$ cat config.mk
export PLATFORM = sky130hd
export DESIGN_NAME = drive_control_word_decoder
export DESIGN_NICKNAME = d
export VERILOG_FILES = /design/src/core/drive_ctrl_pkg.sv /design/src/core/drive_control_word_decoder.sv
export SDC_FILE = /design/constraint.sdc
export NUM_CORES = 1
export LEC_CHECK = 0
export BUFFER_PORTS_ARGS = -buffer_cell sky130_fd_sc_hd__buf_4
export CAP_MARGIN = 20
export CORE_UTILIZATION = 50
export CTS_CLUSTER_SIZE = 24
export DETAILED_ROUTE_END_ITERATION = 10
export PLACE_DENSITY_LB_ADDON = 0.25
export SYNTH_ARGS = -nofsm -noshare
export SYNTH_HDL_FRONTEND = slang
export SYNTH_SLANG_ARGS = --single-unit
$ cat constraint.sdc
create_clock -name CLK -period 3.99 [get_ports CLK]
set_clock_uncertainty 0.1 [all_clocks]
set_input_delay 1.197 -clock CLK [delete_from_list [all_inputs] [get_ports CLK]]
set_output_delay 1.197 -clock CLK [all_outputs]
set_load 0.005 [all_outputs]
$ cat src/core/drive_ctrl_pkg.sv
/*
 * Package for the drive control word decoder: field layouts of the two
 * cyclic control words, telegram numbers, stop-sequence states and reset
 * values.
 * Assumes a single clock domain and no other users of these names.
 */
package drive_ctrl_pkg;

    // ************************************************************
    // Control word one, bit 15 down to bit 0
    // ************************************************************
    typedef struct packed {
        logic cmd_set_bit0;     // Bit 15
        logic pot_lower;        // Bit 14
        logic pot_raise;        // Bit 13
        logic rsvd12;           // Bit 12
        logic setpoint_invert;  // Bit 11
        logic control_by_plc;   // Bit 10
        logic rsvd9;            // Bit 9
        logic rsvd8;            // Bit 8
        logic fault_ack;        // Bit 7
        logic setpoint_enable;  // Bit 6
        logic rfg_continue;     // Bit 5
        logic rfg_enable;       // Bit 4
        logic operation_enable; // Bit 3
        logic quick_stop_n;     // Bit 2
        logic coast_stop_n;     // Bit 1
        logic ramp_stop_n;      // Bit 0
    } word_one_t;

    // ************************************************************
    // Control word two, bit 15 down to bit 0
    // ************************************************************
    typedef struct packed {
        logic [3:0] sign_of_life; // Bits 15..12, bit 12 least significant
        logic [9:0] rsvd;         // Bits 11..2
        logic [1:0] drive_set;    // Bits 1..0, bit 0 least significant
    } word_two_t;

    // ************************************************************
    // Decoded ramp-function-generator controls
    // ************************************************************
    typedef struct packed {
        logic force_zero; // Output forced to zero setpoint
        logic freeze;     // Output held at present value
    } rfg_ctrl_t;

    // ************************************************************
    // Stop-sequence states
    // ************************************************************
    typedef enum logic [1:0] {
        ST_INHIBIT   = 2'b00,
        ST_RUN       = 2'b01,
        ST_RAMP_DOWN = 2'b10,
        ST_QUICK     = 2'b11
    } drive_state_t;

    // Telegram numbers that change the meaning of bits 13..15
    localparam logic [9:0]  TELEGRAM_STD     = 10'h001;
    localparam logic [9:0]  TELEGRAM_POT     = 10'h160;
    localparam logic [9:0]  TELEGRAM_CMD_SET = 10'h014;

    // Values after reset: all stop commands active, nothing enabled; then the setpoint limits used by inversion
    localparam logic [15:0] WORD_ONE_RESET   = 16'h0000;
    localparam logic [15:0] WORD_TWO_RESET   = 16'h0000;
    localparam logic [15:0] SETPOINT_RESET   = 16'h0000;
    localparam logic [15:0] SETPOINT_MAX_POS = 16'h7fff;
    localparam logic [15:0] SETPOINT_MIN_NEG = 16'h8000;

endpackage

$ cat src/core/drive_control_word_decoder.sv
/*
 * Drive control word decoder: takes the two cyclic control words and the
 * speed setpoint from the fieldbus master, gates them by the PLC-control
 * bit and turns them into pulse, contactor, ramp generator, fault
 * acknowledge, potentiometer and parameter-set commands.
 * Assumes all inputs synchronous to CLK, words valid while WORD_VALID is
 * high, and RAMP_AT_ZERO reported by the ramp-function generator.
 */
// Overview of operation
// Bit0 low ramps down then inhibits; rise enables
// Coast stop is AND of two sources
// Bit2 low quick-stops then inhibits pulses
// Bit3 low inhibits pulses, ready stays set
// Bit3 high enables pulses, ramps to setpoint
// Bit4 low forces ramp generator output zero
// Bit5 low freezes ramp generator output
// Bit6 high passes speed setpoint through
// Bit6 low zeroes ramp generator input
// Rising edge of any acknowledge source clears faults
// Bit10 low means words are ignored
// Master raises bit10 only after request-control status
// Bit11 high inverts the setpoint sign
// Bits13/14 are potentiometer only for telegrams 1,352
// Bit15 selects command set only with telegram 20
// Word two bits 1..0 select drive set
// Word two bits 15..12 are master sign-of-life
// Reserved bits have no effect
// Raise and lower equal holds the potentiometer
`timescale 1ns/1ps
`default_nettype none

module drive_control_word_decoder (
    // Clock and reset
    input  wire logic                        CLK,
    input  wire logic                        RST_B,
    // Cyclic process data from the master
    input  wire logic                        WORD_VALID,
    input  wire drive_ctrl_pkg::word_one_t   WORD_ONE,
    input  wire drive_ctrl_pkg::word_two_t   WORD_TWO,
    input  wire logic [15:0]                 SPEED_SETPOINT,
    input  wire logic [9:0]                  TELEGRAM_SELECTOR,
    // Further command sources inside the drive
    input  wire logic                        COAST_STOP_SOURCE_B,
    input  wire logic                        FAULT_ACK_SOURCE_B,
    input  wire logic                        FAULT_ACK_SOURCE_C,
    input  wire logic                        RAMP_AT_ZERO,
    // Power section commands
    output logic                             PULSE_ENABLE,
    output logic                             LINE_CONTACTOR_CLOSE,
    output logic                             READY_FOR_OPERATION,
    output drive_ctrl_pkg::drive_state_t     STOP_STATE,
    // Ramp-function generator
    output drive_ctrl_pkg::rfg_ctrl_t        RFG_CTRL,
    output logic [15:0]                      RFG_SETPOINT,
    // Faults, potentiometer and parameter sets
    output logic                             FAULT_ACK,
    output logic                             POT_RAISE,
    output logic                             POT_LOWER,
    output logic                             CMD_SET_SELECT,
    output logic [1:0]                       DRIVE_SET_SELECT,
    output logic [3:0]                       MASTER_SIGN_OF_LIFE,
    // Status toward the master
    output logic                             CONTROL_REQUEST,
    output logic                             CONTROL_ACCEPTED
);

    // ************************************************************
    // Evaluated words
    // ************************************************************
    // Copies of the accepted words; every decode but CONTROL_ACCEPTED reads these,
    // so those outputs move together two edges after a take
    drive_ctrl_pkg::word_one_t    word_one_q;
    drive_ctrl_pkg::word_two_t    word_two_q;
    logic [15:0]                  setpoint_q;
    logic                         accepted_q;
    logic                         ramp_stop_prev_q;
    logic                         ack_prev_q;
    logic                         ack_b_prev_q;
    logic                         ack_c_prev_q;
    drive_ctrl_pkg::drive_state_t state_q;
    drive_ctrl_pkg::drive_state_t state_d;
    logic                         coast_ok;
    logic                         switch_on_edge;
    logic                         pot_telegram;
    logic [15:0]                  signed_setpoint;

    // Words are taken only while the PLC-control bit is set; otherwise the
    // last evaluated command stays in force
    always_ff @(posedge CLK or negedge RST_B) begin
        if (!RST_B) begin
            word_one_q <= drive_ctrl_pkg::word_one_t'(drive_ctrl_pkg::WORD_ONE_RESET);
            word_two_q <= drive_ctrl_pkg::word_two_t'(drive_ctrl_pkg::WORD_TWO_RESET);
            setpoint_q <= drive_ctrl_pkg::SETPOINT_RESET;
        end else if (WORD_VALID && WORD_ONE.control_by_plc) begin
            word_one_q <= WORD_ONE;
            word_two_q <= WORD_TWO;
            setpoint_q <= SPEED_SETPOINT;
        end
    end

    // PLC-control bit itself is always seen, so the master can hand over
    // Kept apart so the master sees its hand-over one edge after the word, not two
    always_ff @(posedge CLK or negedge RST_B) begin
        if (!RST_B) begin
            accepted_q <= 1'b0;
        end else if (WORD_VALID) begin
            accepted_q <= WORD_ONE.control_by_plc;
        end
    end

    // The drive is always able to take control; master waits for this
    // Nothing here can refuse control, so it never drops
    always_ff @(posedge CLK or negedge RST_B) begin
        if (!RST_B) begin
            CONTROL_REQUEST <= 1'b0;
        end else begin
            CONTROL_REQUEST <= 1'b1;
        end
    end

    assign CONTROL_ACCEPTED = accepted_q;

    // ************************************************************
    // Stop sequence
    // ************************************************************

    // Coast stop needs both sources high
    // Source B bypasses bit 10, so coasting still works
    // while the master has handed control away
    assign coast_ok       = word_one_q.coast_stop_n & COAST_STOP_SOURCE_B;
    assign switch_on_edge = word_one_q.ramp_stop_n & ~ramp_stop_prev_q;

    // Edge memory for switch-on
    // Resets low: a first word with bit 0 high is an edge
    // Only the edge restarts, so a held bit 0 cannot rearm
    always_ff @(posedge CLK or negedge RST_B) begin
        if (!RST_B) begin
            ramp_stop_prev_q <= 1'b0;
        end else begin
            ramp_stop_prev_q <= word_one_q.ramp_stop_n;
        end
    end

    // Coast stop beats quick stop beats ramp stop
    // RAMP_AT_ZERO ends both stop ramps; the ramp itself
    // runs in the external generator, not in this block
    always_comb begin
        state_d = state_q;
        unique case (state_q)
            drive_ctrl_pkg::ST_INHIBIT: begin
                // Only a fresh switch-on edge restarts, never a held level
                if (switch_on_edge && coast_ok && word_one_q.quick_stop_n) begin
                    state_d = drive_ctrl_pkg::ST_RUN;
                end
            end
            drive_ctrl_pkg::ST_RUN: begin
                if (!coast_ok) begin
                    state_d = drive_ctrl_pkg::ST_INHIBIT;
                end else if (!word_one_q.quick_stop_n) begin
                    state_d = drive_ctrl_pkg::ST_QUICK;
                end else if (!word_one_q.ramp_stop_n) begin
                    state_d = drive_ctrl_pkg::ST_RAMP_DOWN;
                end
            end
            drive_ctrl_pkg::ST_RAMP_DOWN: begin
                if (!coast_ok || RAMP_AT_ZERO) begin
                    state_d = drive_ctrl_pkg::ST_INHIBIT;
                end else if (!word_one_q.quick_stop_n) begin
                    state_d = drive_ctrl_pkg::ST_QUICK;
                end
            end
            drive_ctrl_pkg::ST_QUICK: begin
                if (!coast_ok || RAMP_AT_ZERO) begin
                    state_d = drive_ctrl_pkg::ST_INHIBIT;
                end
            end
        endcase
    end

    // State register
    // Reset lands in inhibit: no pulses before a switch-on
    always_ff @(posedge CLK or negedge RST_B) begin
        if (!RST_B) begin
            state_q <= drive_ctrl_pkg::ST_INHIBIT;
        end else begin
            state_q <= state_d;
        end
    end

    // Power outputs; bit 3 gates pulses but leaves readiness alone
    // Built from state_d so they line up with STOP_STATE
    // instead of trailing it by one edge
    always_ff @(posedge CLK or negedge RST_B) begin
        if (!RST_B) begin
            PULSE_ENABLE         <= 1'b0;
            LINE_CONTACTOR_CLOSE <= 1'b0;
            READY_FOR_OPERATION  <= 1'b0;
        end else begin
            PULSE_ENABLE         <= (state_d != drive_ctrl_pkg::ST_INHIBIT)
                                    && word_one_q.operation_enable;
            LINE_CONTACTOR_CLOSE <= (state_d != drive_ctrl_pkg::ST_INHIBIT);
            READY_FOR_OPERATION  <= (state_d != drive_ctrl_pkg::ST_INHIBIT);
        end
    end

    assign STOP_STATE = state_q;

    // ************************************************************
    // Ramp-function generator
    // ************************************************************

    // Inversion saturates so the most negative value cannot wrap to itself
    // Trade-off: one count of error at full negative scale
    // beats a sign flip that would drive the wrong way
    always_comb begin
        if (!word_one_q.setpoint_invert) begin
            signed_setpoint = setpoint_q;
        end else if (setpoint_q == drive_ctrl_pkg::SETPOINT_MIN_NEG) begin
            signed_setpoint = drive_ctrl_pkg::SETPOINT_MAX_POS;
        end else begin
            signed_setpoint = 16'(~setpoint_q + 16'h0001);
        end
    end

    // Quick stop forces the input to zero so the generator brakes hard
    // Setpoint passes only in RUN; both stop states hold
    // the generator input at zero while it winds down
    always_ff @(posedge CLK or negedge RST_B) begin
        if (!RST_B) begin
            RFG_SETPOINT <= drive_ctrl_pkg::SETPOINT_RESET;
            RFG_CTRL     <= '{force_zero: 1'b1, freeze: 1'b0};
        end else begin
            if (word_one_q.setpoint_enable && state_d == drive_ctrl_pkg::ST_RUN) begin
                RFG_SETPOINT <= signed_setpoint;
            end else begin
                RFG_SETPOINT <= drive_ctrl_pkg::SETPOINT_RESET;
            end
            RFG_CTRL.force_zero <= ~word_one_q.rfg_enable;
            RFG_CTRL.freeze     <= ~word_one_q.rfg_continue;
        end
    end

    // ************************************************************
    // Fault acknowledge
    // ************************************************************

    // Edge memories for the three acknowledge sources
    // Reset low: an external source already high at release
    // gives one acknowledge pulse on the first edge
    always_ff @(posedge CLK or negedge RST_B) begin
        if (!RST_B) begin
            ack_prev_q   <= 1'b0;
            ack_b_prev_q <= 1'b0;
            ack_c_prev_q <= 1'b0;
        end else begin
            ack_prev_q   <= word_one_q.fault_ack;
            ack_b_prev_q <= FAULT_ACK_SOURCE_B;
            ack_c_prev_q <= FAULT_ACK_SOURCE_C;
        end
    end

    // One-cycle pulse on any rising edge; a held level acknowledges once
    always_ff @(posedge CLK or negedge RST_B) begin
        if (!RST_B) begin
            FAULT_ACK <= 1'b0;
        end else begin
            FAULT_ACK <= (word_one_q.fault_ack && !ack_prev_q)
                         || (FAULT_ACK_SOURCE_B && !ack_b_prev_q)
                         || (FAULT_ACK_SOURCE_C && !ack_c_prev_q);
        end
    end

    // ************************************************************
    // Telegram-dependent bits and word two
    // ************************************************************
    // Telegram number is a static level, used unregistered;
    // a change acts at the next edge, one edge sooner than a change of the words
    assign pot_telegram = (TELEGRAM_SELECTOR == drive_ctrl_pkg::TELEGRAM_STD)
                          || (TELEGRAM_SELECTOR == drive_ctrl_pkg::TELEGRAM_POT);

    // Reserved bits are never read, so they cannot steer anything
    always_ff @(posedge CLK or negedge RST_B) begin
        if (!RST_B) begin
            POT_RAISE           <= 1'b0;
            POT_LOWER           <= 1'b0;
            CMD_SET_SELECT      <= 1'b0;
            DRIVE_SET_SELECT    <= 2'h0;
            MASTER_SIGN_OF_LIFE <= 4'h0;
        end else begin
            // Both equal means neither moves, so the pot holds
            POT_RAISE           <= pot_telegram && word_one_q.pot_raise
                                   && !word_one_q.pot_lower;
            POT_LOWER           <= pot_telegram && word_one_q.pot_lower
                                   && !word_one_q.pot_raise;
            CMD_SET_SELECT      <= (TELEGRAM_SELECTOR == drive_ctrl_pkg::TELEGRAM_CMD_SET)
                                   && word_one_q.cmd_set_bit0;
            DRIVE_SET_SELECT    <= word_two_q.drive_set;
            MASTER_SIGN_OF_LIFE <= word_two_q.sign_of_life;
        end
    end

endmodule // drive_control_word_decoder

`default_nettype wire

==> summary.json, run 1 <==
{
  "finalHoldViolations": {"value": 0},
  "totalPowerFinal": {"value": 1.56, "unit": "mW"},
  "synthToLayoutAreaGrowth": {"value": 30.1, "unit": "%"},
  "master_cell_of_the_clock_root_buffer": {"value": "sky130_fd_sc_hd__clkbuf_8"},
  "synth.yosys.warnings": {"value": 0},
  "initialDrtViolationCount": {"value": 66},
  "place.port_buffers": {"value": 86},
  "dp_hpwl": {"value": 3720, "unit": "um"},
  "critical_path_peak_fanout": {"value": 2},
  "critPathKind": {"value": "input port to flip-flop"},
  "final_layout_size_suffix_gt1_share": {"value": 45.3, "unit": "%"},
  "power.leakage": {"value": 1.79, "unit": "nW"},
  "maxCapViolations": {"value": 0},
  "actual_transition_at_the_worst_max_transition_pin": {"value": 0.864, "unit": "ns"},
  "compound_cell_area_share_of_the_yosys_netlist": {"value": 7.08, "unit": "%"},
  "antenna_found_initial": {"value": 0},
  "achievable-frequency": {"value": 393, "unit": "MHz"},
  "synth_top_family_by_area": {"value": "multiplexers"},
  "routedWlPerCell": {"value": 13.6, "unit": "um"},
  "initial_core_util": {"value": 52.0, "unit": "%"},
  "share_of_synthesized_cell_area_in_full_adder_half_adder_and_majority_cells": {"value": 0.437, "unit": "%"},
  "synth_seq_area_share": {"value": 63.0, "unit": "%"},
  "holdBufCountCts": {"value": 0},
  "cts.clk_slew.worst_paths": {"value": 0.07, "unit": "ns"},
  "power_density": {"value": 419, "unit": "nW/um^2"},
  "grt_usage": {"value": 19.7, "unit": "%"},
  "via_count_of_the_first_global_routing_pass": {"value": 1933},
  "startpoint_type": {"value": "input port"},
  "cts_sinks": {"value": 72},
  "final-setup-viol-count": {"value": 0},
  "layout_setup_ws": {"value": 1.45, "unit": "ns"},
  "detailedRoute.firstPassIterationCount": {"value": 4},
  "syn-mean-instance-area": {"value": 13.4, "unit": "um^2"},
  "synth_top_cell_by_area": {"value": "sky130_fd_sc_hd__dfrtp_1"},
  "post_synth_xor_xnor_area": {"value": 3.36, "unit": "%"},
  "layout.nets": {"value": 370},
  "gr-total-overflow": {"value": 0},
  "timing.hold.worst.class": {"value": "flip-flop to flip-flop"},
  "finalMaxSlewViolations": {"value": 0},
  "cts_buffer_depth": {"value": 2},
  "die_area": {"value": 6030, "unit": "um^2"},
  "cts_htree_levels": {"value": 3},
  "clkLatencyLatePin": {"value": 0.32, "unit": "ns"},
  "run_status": {"value": "finished clean"},
  "slew-limit-headroom": {"value": 42.4, "unit": "%"},
  "detail-route-antenna-nets": {"value": 0},
  "multiplexer_area_fraction_after_synthesis": {"value": 14.1, "unit": "%"},
  "synth_simple_gate_area_share": {"value": 9.52, "unit": "%"},
  "clock_buffer_count_from_cts": {"value": 9},
  "timing.hold.ws": {"value": 0.272, "unit": "ns"},
  "fp.coreArea": {"value": 5510, "unit": "um^2"},
  "unrepaired_setup_endpoints_after_global_routing": {"value": "no"},
  "gp_congestion": {"value": 0.789},
  "synth_area_leaders": {"value": "sky130_fd_sc_hd__dfrtp_1, sky130_fd_sc_hd__mux2_2, sky130_fd_sc_hd__xor2_1"},
  "synth_edf_count": {"value": 0},
  "drc_errors": {"value": 0},
  "yosysTopAreaCellShare": {"value": 62.0, "unit": "%"},
  "chipHeight": {"value": 77.7, "unit": "um"},
  "timing.critical_path.required": {"value": 4.13, "unit": "ns"},
  "mappedNetlistNets": {"value": 280},
  "synth_area": {"value": 2860, "unit": "um^2"},
  "final_std_cells_w_o_fill": {"value": 379},
  "layout_worst_path_cycle_share": {"value": 63.7, "unit": "%"},
  "antennaDiodeCount": {"value": 0},
  "io_pins": {"value": 100},
  "die_width": {"value": 77.7, "unit": "um"},
  "timing.critical_path.arrival": {"value": 2.68, "unit": "ns"},
  "synth-seq-cells": {"value": 72},
  "async_flop_share": {"value": 100, "unit": "%"},
  "top_cells_by_instance_count_after_synthesis": {"value": "sky130_fd_sc_hd__dfrtp_1, sky130_fd_sc_hd__mux2_2, sky130_fd_sc_hd__a21oi_1"},
  "max_vdd_drop": {"value": 0.000256, "unit": "V"},
  "grt_max_degree": {"value": 73},
  "fillers": {"value": 435},
  "netlist-cell-type-count": {"value": 42},
  "period_minus_slack": {"value": 2.54, "unit": "ns"},
  "grt_first_pass_wirelength": {"value": 8960, "unit": "um"},
  "cells_after_synthesis": {"value": 214},
  "cts_tree": {"value": "done"},
  "dr_total_vias": {"value": 1920},
  "setup_tns": {"value": 0, "unit": "ns"},
  "place_inst": {"value": 365},
  "cts-resized-gates": {"value": 0},
  "setup.worst_path.end_class": {"value": "flip-flop"},
  "synth.most_common_cell": {"value": "sky130_fd_sc_hd__dfrtp_1"},
  "postSynth.topFlopCell": {"value": "sky130_fd_sc_hd__dfrtp_1"},
  "place_worst_setup_slack": {"value": 1.11, "unit": "ns"},
  "postCtsSetupBuffers": {"value": 0},
  "totalWireLength": {"value": 5170, "unit": "um"},
  "post_drt_via_cell_ratio": {"value": 5.07},
  "rows": {"value": 27}
}
-- state kept, by name (all words and copies together) (netlist names) --
register / cells
ramp_stop_prev_q: 1
STOP_STATE: 2
word_two_q: 6
CONTROL_REQUEST: 1
CMD_SET_SELECT: 1
CONTROL_ACCEPTED: 1
ack_c_prev_q: 1
POT_LOWER: 1
RFG_SETPOINT: 16
DRIVE_SET_SELECT: 2
PULSE_ENABLE: 1
word_one_q: 12
MASTER_SIGN_OF_LIFE: 4
ack_prev_q: 1
POT_RAISE: 1
FAULT_ACK: 1
RFG_CTRL: 2
READY_FOR_OPERATION: 1
setpoint_q: 16
ack_b_prev_q: 1
-- cell type report --
class,instances,area (um^2),share of cell area [%]
clock buffer,13,149,4.00
clock inverter,1,5.00,0.134
inverter,9,33.8,0.907
multi-input combinational,125,992,26.6
sequential,72,1800,48.4
tap,72,90.1,2.42
timing repair buffer,87,653,17.5
-- layout by cell type (no fill, tap or decap), types with 4 or more instances in the layout --
master                     synthesis  final
sky130_fd_sc_hd__inv_1             9      9
sky130_fd_sc_hd__xor2_1            9      9
sky130_fd_sc_hd__dfrtp_1          71     71
sky130_fd_sc_hd__nor3_1            7      7
sky130_fd_sc_hd__mux2_2           35     35
sky130_fd_sc_hd__clkbuf_8          0     10
sky130_fd_sc_hd__nand2_1           9      9
sky130_fd_sc_hd__nor2_1            6      6
sky130_fd_sc_hd__buf_4             1     87
sky130_fd_sc_hd__o21ai_0           4      4
sky130_fd_sc_hd__a21oi_1          13     13
-- per-layer routing --
| layer | up-vias | GRT usage [%] | part of all wire [%] |
|---|---|---|---|
| met2 | 53 | 32.1 | 48 |
| met5 | - | 0 | 0 |
| met1 | 929 | 24.3 | 45 |
| li1 | 931 | - | - |
| met4 | 0 | 10.2 | 1.7 |
| met3 | 7 | 4.71 | 5.6 |
-- worst paths after layout --
kind	endpoint	depth (start not counted)	startpoint	slack [ns]
worst min-delay path	DRIVE_SET_SELECT[0]	0	word_two_q[0]	0.27
min in group asynchronous	ack_c_prev_q	1	RST_B	0.89
worst max register to register	RFG_SETPOINT[0]	4	setpoint_q[6]	1.71
worst max-delay path	POT_RAISE	5	TELEGRAM_SELECTOR[5]	1.45
worst min register to register	DRIVE_SET_SELECT[0]	0	word_two_q[0]	0.27
max in group asynchronous	RFG_SETPOINT[8]	1	RST_B	2.35
-- cell families (layout without fill, tap and decap cells) --
| logic type | Yosys count | in the layout |
|---|---|---|
| compound gates | 32 | 32 |
| xor+xnor | 11 | 11 |
| fa+ha+maj | 1 | 1 |
| buf+inv | 17 | 110 |
| flops | 72 | 72 |
| mux | 36 | 36 |
| other cells | 1 | 1 |
| simple gates | 44 | 44 |
-- critical path, cell delays in order --
cell,delay [ns]
sky130_fd_sc_hd__buf_4,0.11
sky130_fd_sc_hd__or3_1,0.38
sky130_fd_sc_hd__mux2_2,0.27
sky130_fd_sc_hd__or4_1,0.51
sky130_fd_sc_hd__nor3b_1,0.21
-- where the power goes --
part | total [mW] | internal, mW | switching (mW) | leakage (nW)
logic | 0.231 | 0.139 | 0.0917 | 0.820
clock network | 0.461 | 0.236 | 0.226 | 0.0794
registers | 0.871 | 0.806 | 0.0650 | 0.894
-- metrics by stage --
step           area, um^2  utilization [%]
2_1_floorplan        2860                -
3_3_place_gp         3570             64.9
3_5_place_dp         3570             64.9
4_1_cts              3730             67.7
5_1_grt              3730             67.7
6_report             3730             67.7
Power figures use the tool's default switching activity.
==> run 2, diff against run 1 <==
- ABC_AREA: default -> 1
- CORE_UTILIZATION: 50 -> 45
- clock period: 3.99 -> 2.2 ns (I/O delays scaled with it)
==> run 2 against run 1 <==
Compared with the run above: the flow now finishes with violations (design-rule violations); die area up 18%; non-clock buffer count is 5 higher; final area rose by 6.6%; wire length grew 19%; sequential share of layout area shrank 3.0 points; register-to-register slack worse by 1.2 ns; via count grew 26%; count of clock-buffer cells in the layout decreased by 1; first-iteration DRC count rose to 3.0 times the previous value; global-route usage is 0.43 points lower; synthesized area rose by 6.7%; sequential power up 75%; largest cell class unchanged.
==> summary.json, run 2 <==
{
  "clock_buffer_count_from_cts": {"value": 9, "change": "unchanged"},
  "synth_area_leaders": {"value": "sky130_fd_sc_hd__dfrtp_1, sky130_fd_sc_hd__nand2_1, sky130_fd_sc_hd__nor2_1"},
  "achievable-frequency": {"value": 582, "unit": "MHz"},
  "drc_errors": {"value": 8, "change": "+8"},
  "cts-resized-gates": {"value": 0, "change": "unchanged"},
  "chipHeight": {"value": 84.4, "unit": "um", "change": "+8.7%"},
  "place_worst_setup_slack": {"value": 0.291, "unit": "ns", "change": "-0.822 ns"},
  "synth.yosys.warnings": {"value": 0, "change": "unchanged"},
  "synth_top_cell_by_area": {"value": "sky130_fd_sc_hd__dfrtp_1"},
  "detailedRoute.firstPassIterationCount": {"value": 7, "change": "+3"},
  "setup_tns": {"value": 0, "unit": "ns", "change": "unchanged"},
  "cts.clk_slew.worst_paths": {"value": 0.07, "unit": "ns", "change": "about the same"},
  "initial_core_util": {"value": 47.3, "unit": "%", "change": "-4.7 points"},
  "power_density": {"value": 741, "unit": "nW/um^2", "change": "+77%"},
  "cells_after_synthesis": {"value": 318, "change": "+49%"},
  "layout.nets": {"value": 476, "change": "+29%"},
  "power.leakage": {"value": 2.11, "unit": "nW", "change": "+17%"},
  "totalWireLength": {"value": 6140, "unit": "um", "change": "+19%"},
  "layout_worst_path_cycle_share": {"value": 78.1, "unit": "%"},
  "actual_transition_at_the_worst_max_transition_pin": {"value": 0.519, "unit": "ns", "change": "-0.345 ns"},
  "clkLatencyLatePin": {"value": 0.35, "unit": "ns", "change": "+0.03 ns"},
  "routedWlPerCell": {"value": 12.5, "unit": "um", "change": "-8.5%"},
  "timing.critical_path.cells": {"value": "buf_4"},
  "die_area": {"value": 7130, "unit": "um^2", "change": "+18%"},
  "initialDrtViolationCount": {"value": 201, "change": "+200%"},
  "gr-total-overflow": {"value": 0, "change": "unchanged"},
  "yosysTopAreaCellShare": {"value": 58.1, "unit": "%", "change": "-3.9 points"},
  "place.port_buffers": {"value": 86, "change": "unchanged"},
  "max_vdd_drop": {"value": 0.000511, "unit": "V", "change": "+100%"},
  "top_cells_by_instance_count_after_synthesis": {"value": "sky130_fd_sc_hd__dfrtp_1, sky130_fd_sc_hd__nand2_1, sky130_fd_sc_hd__nor2_1, sky130_fd_sc_hd__inv_1, sky130_fd_sc_hd__a21oi_1"},
  "dr_total_vias": {"value": 2423, "change": "+26%"},
  "final_layout_size_suffix_gt1_share": {"value": 32.0, "unit": "%", "change": "-13 points"},
  "async_flop_share": {"value": 100, "unit": "%", "change": "unchanged"},
  "maxCapViolations": {"value": 0, "change": "unchanged"},
  "postCtsSetupBuffers": {"value": 0, "change": "unchanged"},
  "worstPathBufferInverterCount": {"value": 1, "change": "unchanged"},
  "cts_buffer_depth": {"value": 2, "change": "unchanged"},
  "layout.cells.most_common_list": {"value": "sky130_fd_sc_hd__buf_4, sky130_fd_sc_hd__dfrtp_1, sky130_fd_sc_hd__nand2_1"},
  "synth-seq-cells": {"value": 72, "change": "unchanged"},
  "post_drt_via_cell_ratio": {"value": 4.92, "change": "-2.8%"},
  "synth_seq_area_share": {"value": 59.0, "unit": "%", "change": "-4.0 points"},
  "gp_congestion": {"value": 0.883, "change": "+12%"},
  "synthToLayoutAreaGrowth": {"value": 30.0, "unit": "%"},
  "cts_htree_levels": {"value": 3, "change": "unchanged"},
  "finalHoldViolations": {"value": 0, "change": "unchanged"},
  "run_status": {"value": "complete, but fails checks"},
  "critPathKind": {"value": "flip-flop to primary output"},
  "unrepaired_setup_endpoints_after_global_routing": {"value": "no"},
  "crit_family": {"value": "flip-flops"},
  "detail-route-antenna-nets": {"value": 0, "change": "unchanged"},
  "timing.critical_path.required": {"value": 1.44, "unit": "ns", "change": "-2.69 ns"},
  "grt_max_degree": {"value": 35, "change": "-52%"},
  "via_count_of_the_first_global_routing_pass": {"value": 2400, "change": "+24%"},
  "finalMaxSlewViolations": {"value": 0, "change": "unchanged"},
  "synth_area": {"value": 3060, "unit": "um^2", "change": "+6.7%"},
  "violations": {"value": "design-rule violations"},
  "final_common_cell": {"value": "sky130_fd_sc_hd__buf_4"},
  "netlist-cell-type-count": {"value": 30, "change": "-29%"},
  "cts_tree": {"value": "done"},
  "master_cell_of_the_clock_root_buffer": {"value": "sky130_fd_sc_hd__clkbuf_8"},
  "mappedNetlistNets": {"value": 384, "change": "+37%"},
  "die_width": {"value": 84.4, "unit": "um", "change": "+8.7%"},
  "layout_setup_ws": {"value": 0.481, "unit": "ns", "change": "-0.967 ns"},
  "postSynth.topFlopCell": {"value": "sky130_fd_sc_hd__dfrtp_1"},
  "startpoint_type": {"value": "flip-flop"},
  "timing.critical_path.arrival": {"value": 0.96, "unit": "ns", "change": "-1.72 ns"},
  "syn-mean-instance-area": {"value": 9.61, "unit": "um^2", "change": "-28%"},
  "timing.hold.worst.class": {"value": "input port to asynchronous set/reset pin"},
  "grt_first_pass_wirelength": {"value": 10600, "unit": "um", "change": "+18%"},
  "io_pins": {"value": 100, "change": "unchanged"},
  "rows": {"value": 29, "change": "+7.4%"},
  "dp_hpwl": {"value": 4610, "unit": "um", "change": "+24%"},
  "final-setup-viol-count": {"value": 0, "change": "unchanged"},
  "fp.coreArea": {"value": 6460, "unit": "um^2", "change": "+17%"},
  "grt_usage": {"value": 19.3, "unit": "%", "change": "-0.43 points"},
  "antennaDiodeCount": {"value": 0, "change": "unchanged"},
  "synth_edf_count": {"value": 0, "change": "unchanged"},
  "antenna_found_initial": {"value": 0, "change": "unchanged"},
  "slew-limit-headroom": {"value": 65.3, "unit": "%", "change": "+23 points"},
  "period_minus_slack": {"value": 1.72, "unit": "ns"},
  "setup.worst_path.end_class": {"value": "primary output"},
  "cts_sinks": {"value": 72, "change": "unchanged"},
  "slowest_stage": {"value": "sky130_fd_sc_hd__dfstp_2"},
  "critical_path_peak_fanout": {"value": 1, "change": "-1"},
  "layout_top_registers": {"value": "RFG_SETPOINT: 16 flops, setpoint_q: 16 flops, word_one_q: 12 flops"},
  "cpPeakStageDelay": {"value": 0.52, "unit": "ns", "change": "about the same"},
  "holdBufCountCts": {"value": 0, "change": "unchanged"},
  "synth.most_common_cell": {"value": "sky130_fd_sc_hd__dfrtp_1"}
}
==> run 2: changes by cell type after synthesis, moves of 4 or more <==
cell,delta
sky130_fd_sc_hd__a21oi_1,+19
sky130_fd_sc_hd__buf_2,+4
sky130_fd_sc_hd__clkbuf_1,-5
sky130_fd_sc_hd__inv_1,+30
sky130_fd_sc_hd__mux2_2,-22
sky130_fd_sc_hd__nand2_1,+41
sky130_fd_sc_hd__nand3_1,+17
sky130_fd_sc_hd__nand3_2,+4
sky130_fd_sc_hd__nand4_1,+4
sky130_fd_sc_hd__nor2_1,+38
sky130_fd_sc_hd__xor2_1,-4
==> run 2: kinds of logic (layout without fill, tap and decap cells) <==
family	after synthesis	in the layout	synth area share [%]
multiplexers	13	13	4.79
XOR/XNOR	5	5	1.43
flip-flops	72	72	59.0
AND/OR/NAND/NOR	134	134	19.9
adder cells (fa/ha/maj)	1	1	0.409
buffers and inverters	50	147	7.08
other	1	1	0.123
AO/OA/AOI/OAI	42	42	7.25
==> run 2: routing by layer <==
layer	vias to the layer above	wire [um]	track usage (%)	share of wire (%)
met3	19	518	5.41	8.4
li1	1203	-	-	-
met5	-	0	0	0
met4	0	200	10.9	3.3
met1	1110	2500	22.9	41
met2	91	2920	31.6	48
==> run 2: report_power, final <==
group	total (mW)	switching, mW	internal (mW)
registers	1.52	0.0712	1.45
logic	0.469	0.245	0.224
clock network	0.954	0.483	0.471
==> run 2: layout make-up <==
class	count	area [um^2]
fill	558	2490
sequential	72	1800
multi-input combinational	196	1040
timing repair buffer	92	703
clock buffer	12	155
inverter	39	146
tap	77	96.3
clock inverter	4	28.8
==> run 2: worst paths after layout <==
check	from	endpoint	slack, ns	cells after the start
min in group CLK	word_two_q[12]	MASTER_SIGN_OF_LIFE[0]	0.27	0
setup reg to reg	setpoint_q[0]	RFG_SETPOINT[9]	0.48	8
max in group asynchronous	RST_B	word_one_q[5]	1.37	2
hold / removal	RST_B	word_one_q[15]	0.08	1
hold reg to reg	word_two_q[12]	MASTER_SIGN_OF_LIFE[0]	0.27	0
setup / recovery	RFG_CTRL[1]	RFG_CTRL[1]	0.48	1
==> run 2: stage by stage <==
step	cell area, um^2	total power [mW]	util (%)	hold WS [ns]	instances
finish	3970	2.94	61.5	0.0840	492
global route	3970	3.09	61.5	0.104	492
CTS	3970	2.97	61.5	0.0823	492
detailed placement	3790	2.02	58.7	0.257	476
global placement	3790	2.00	58.7	0.255	476
floorplan	3060	1.79	-	0.248	318
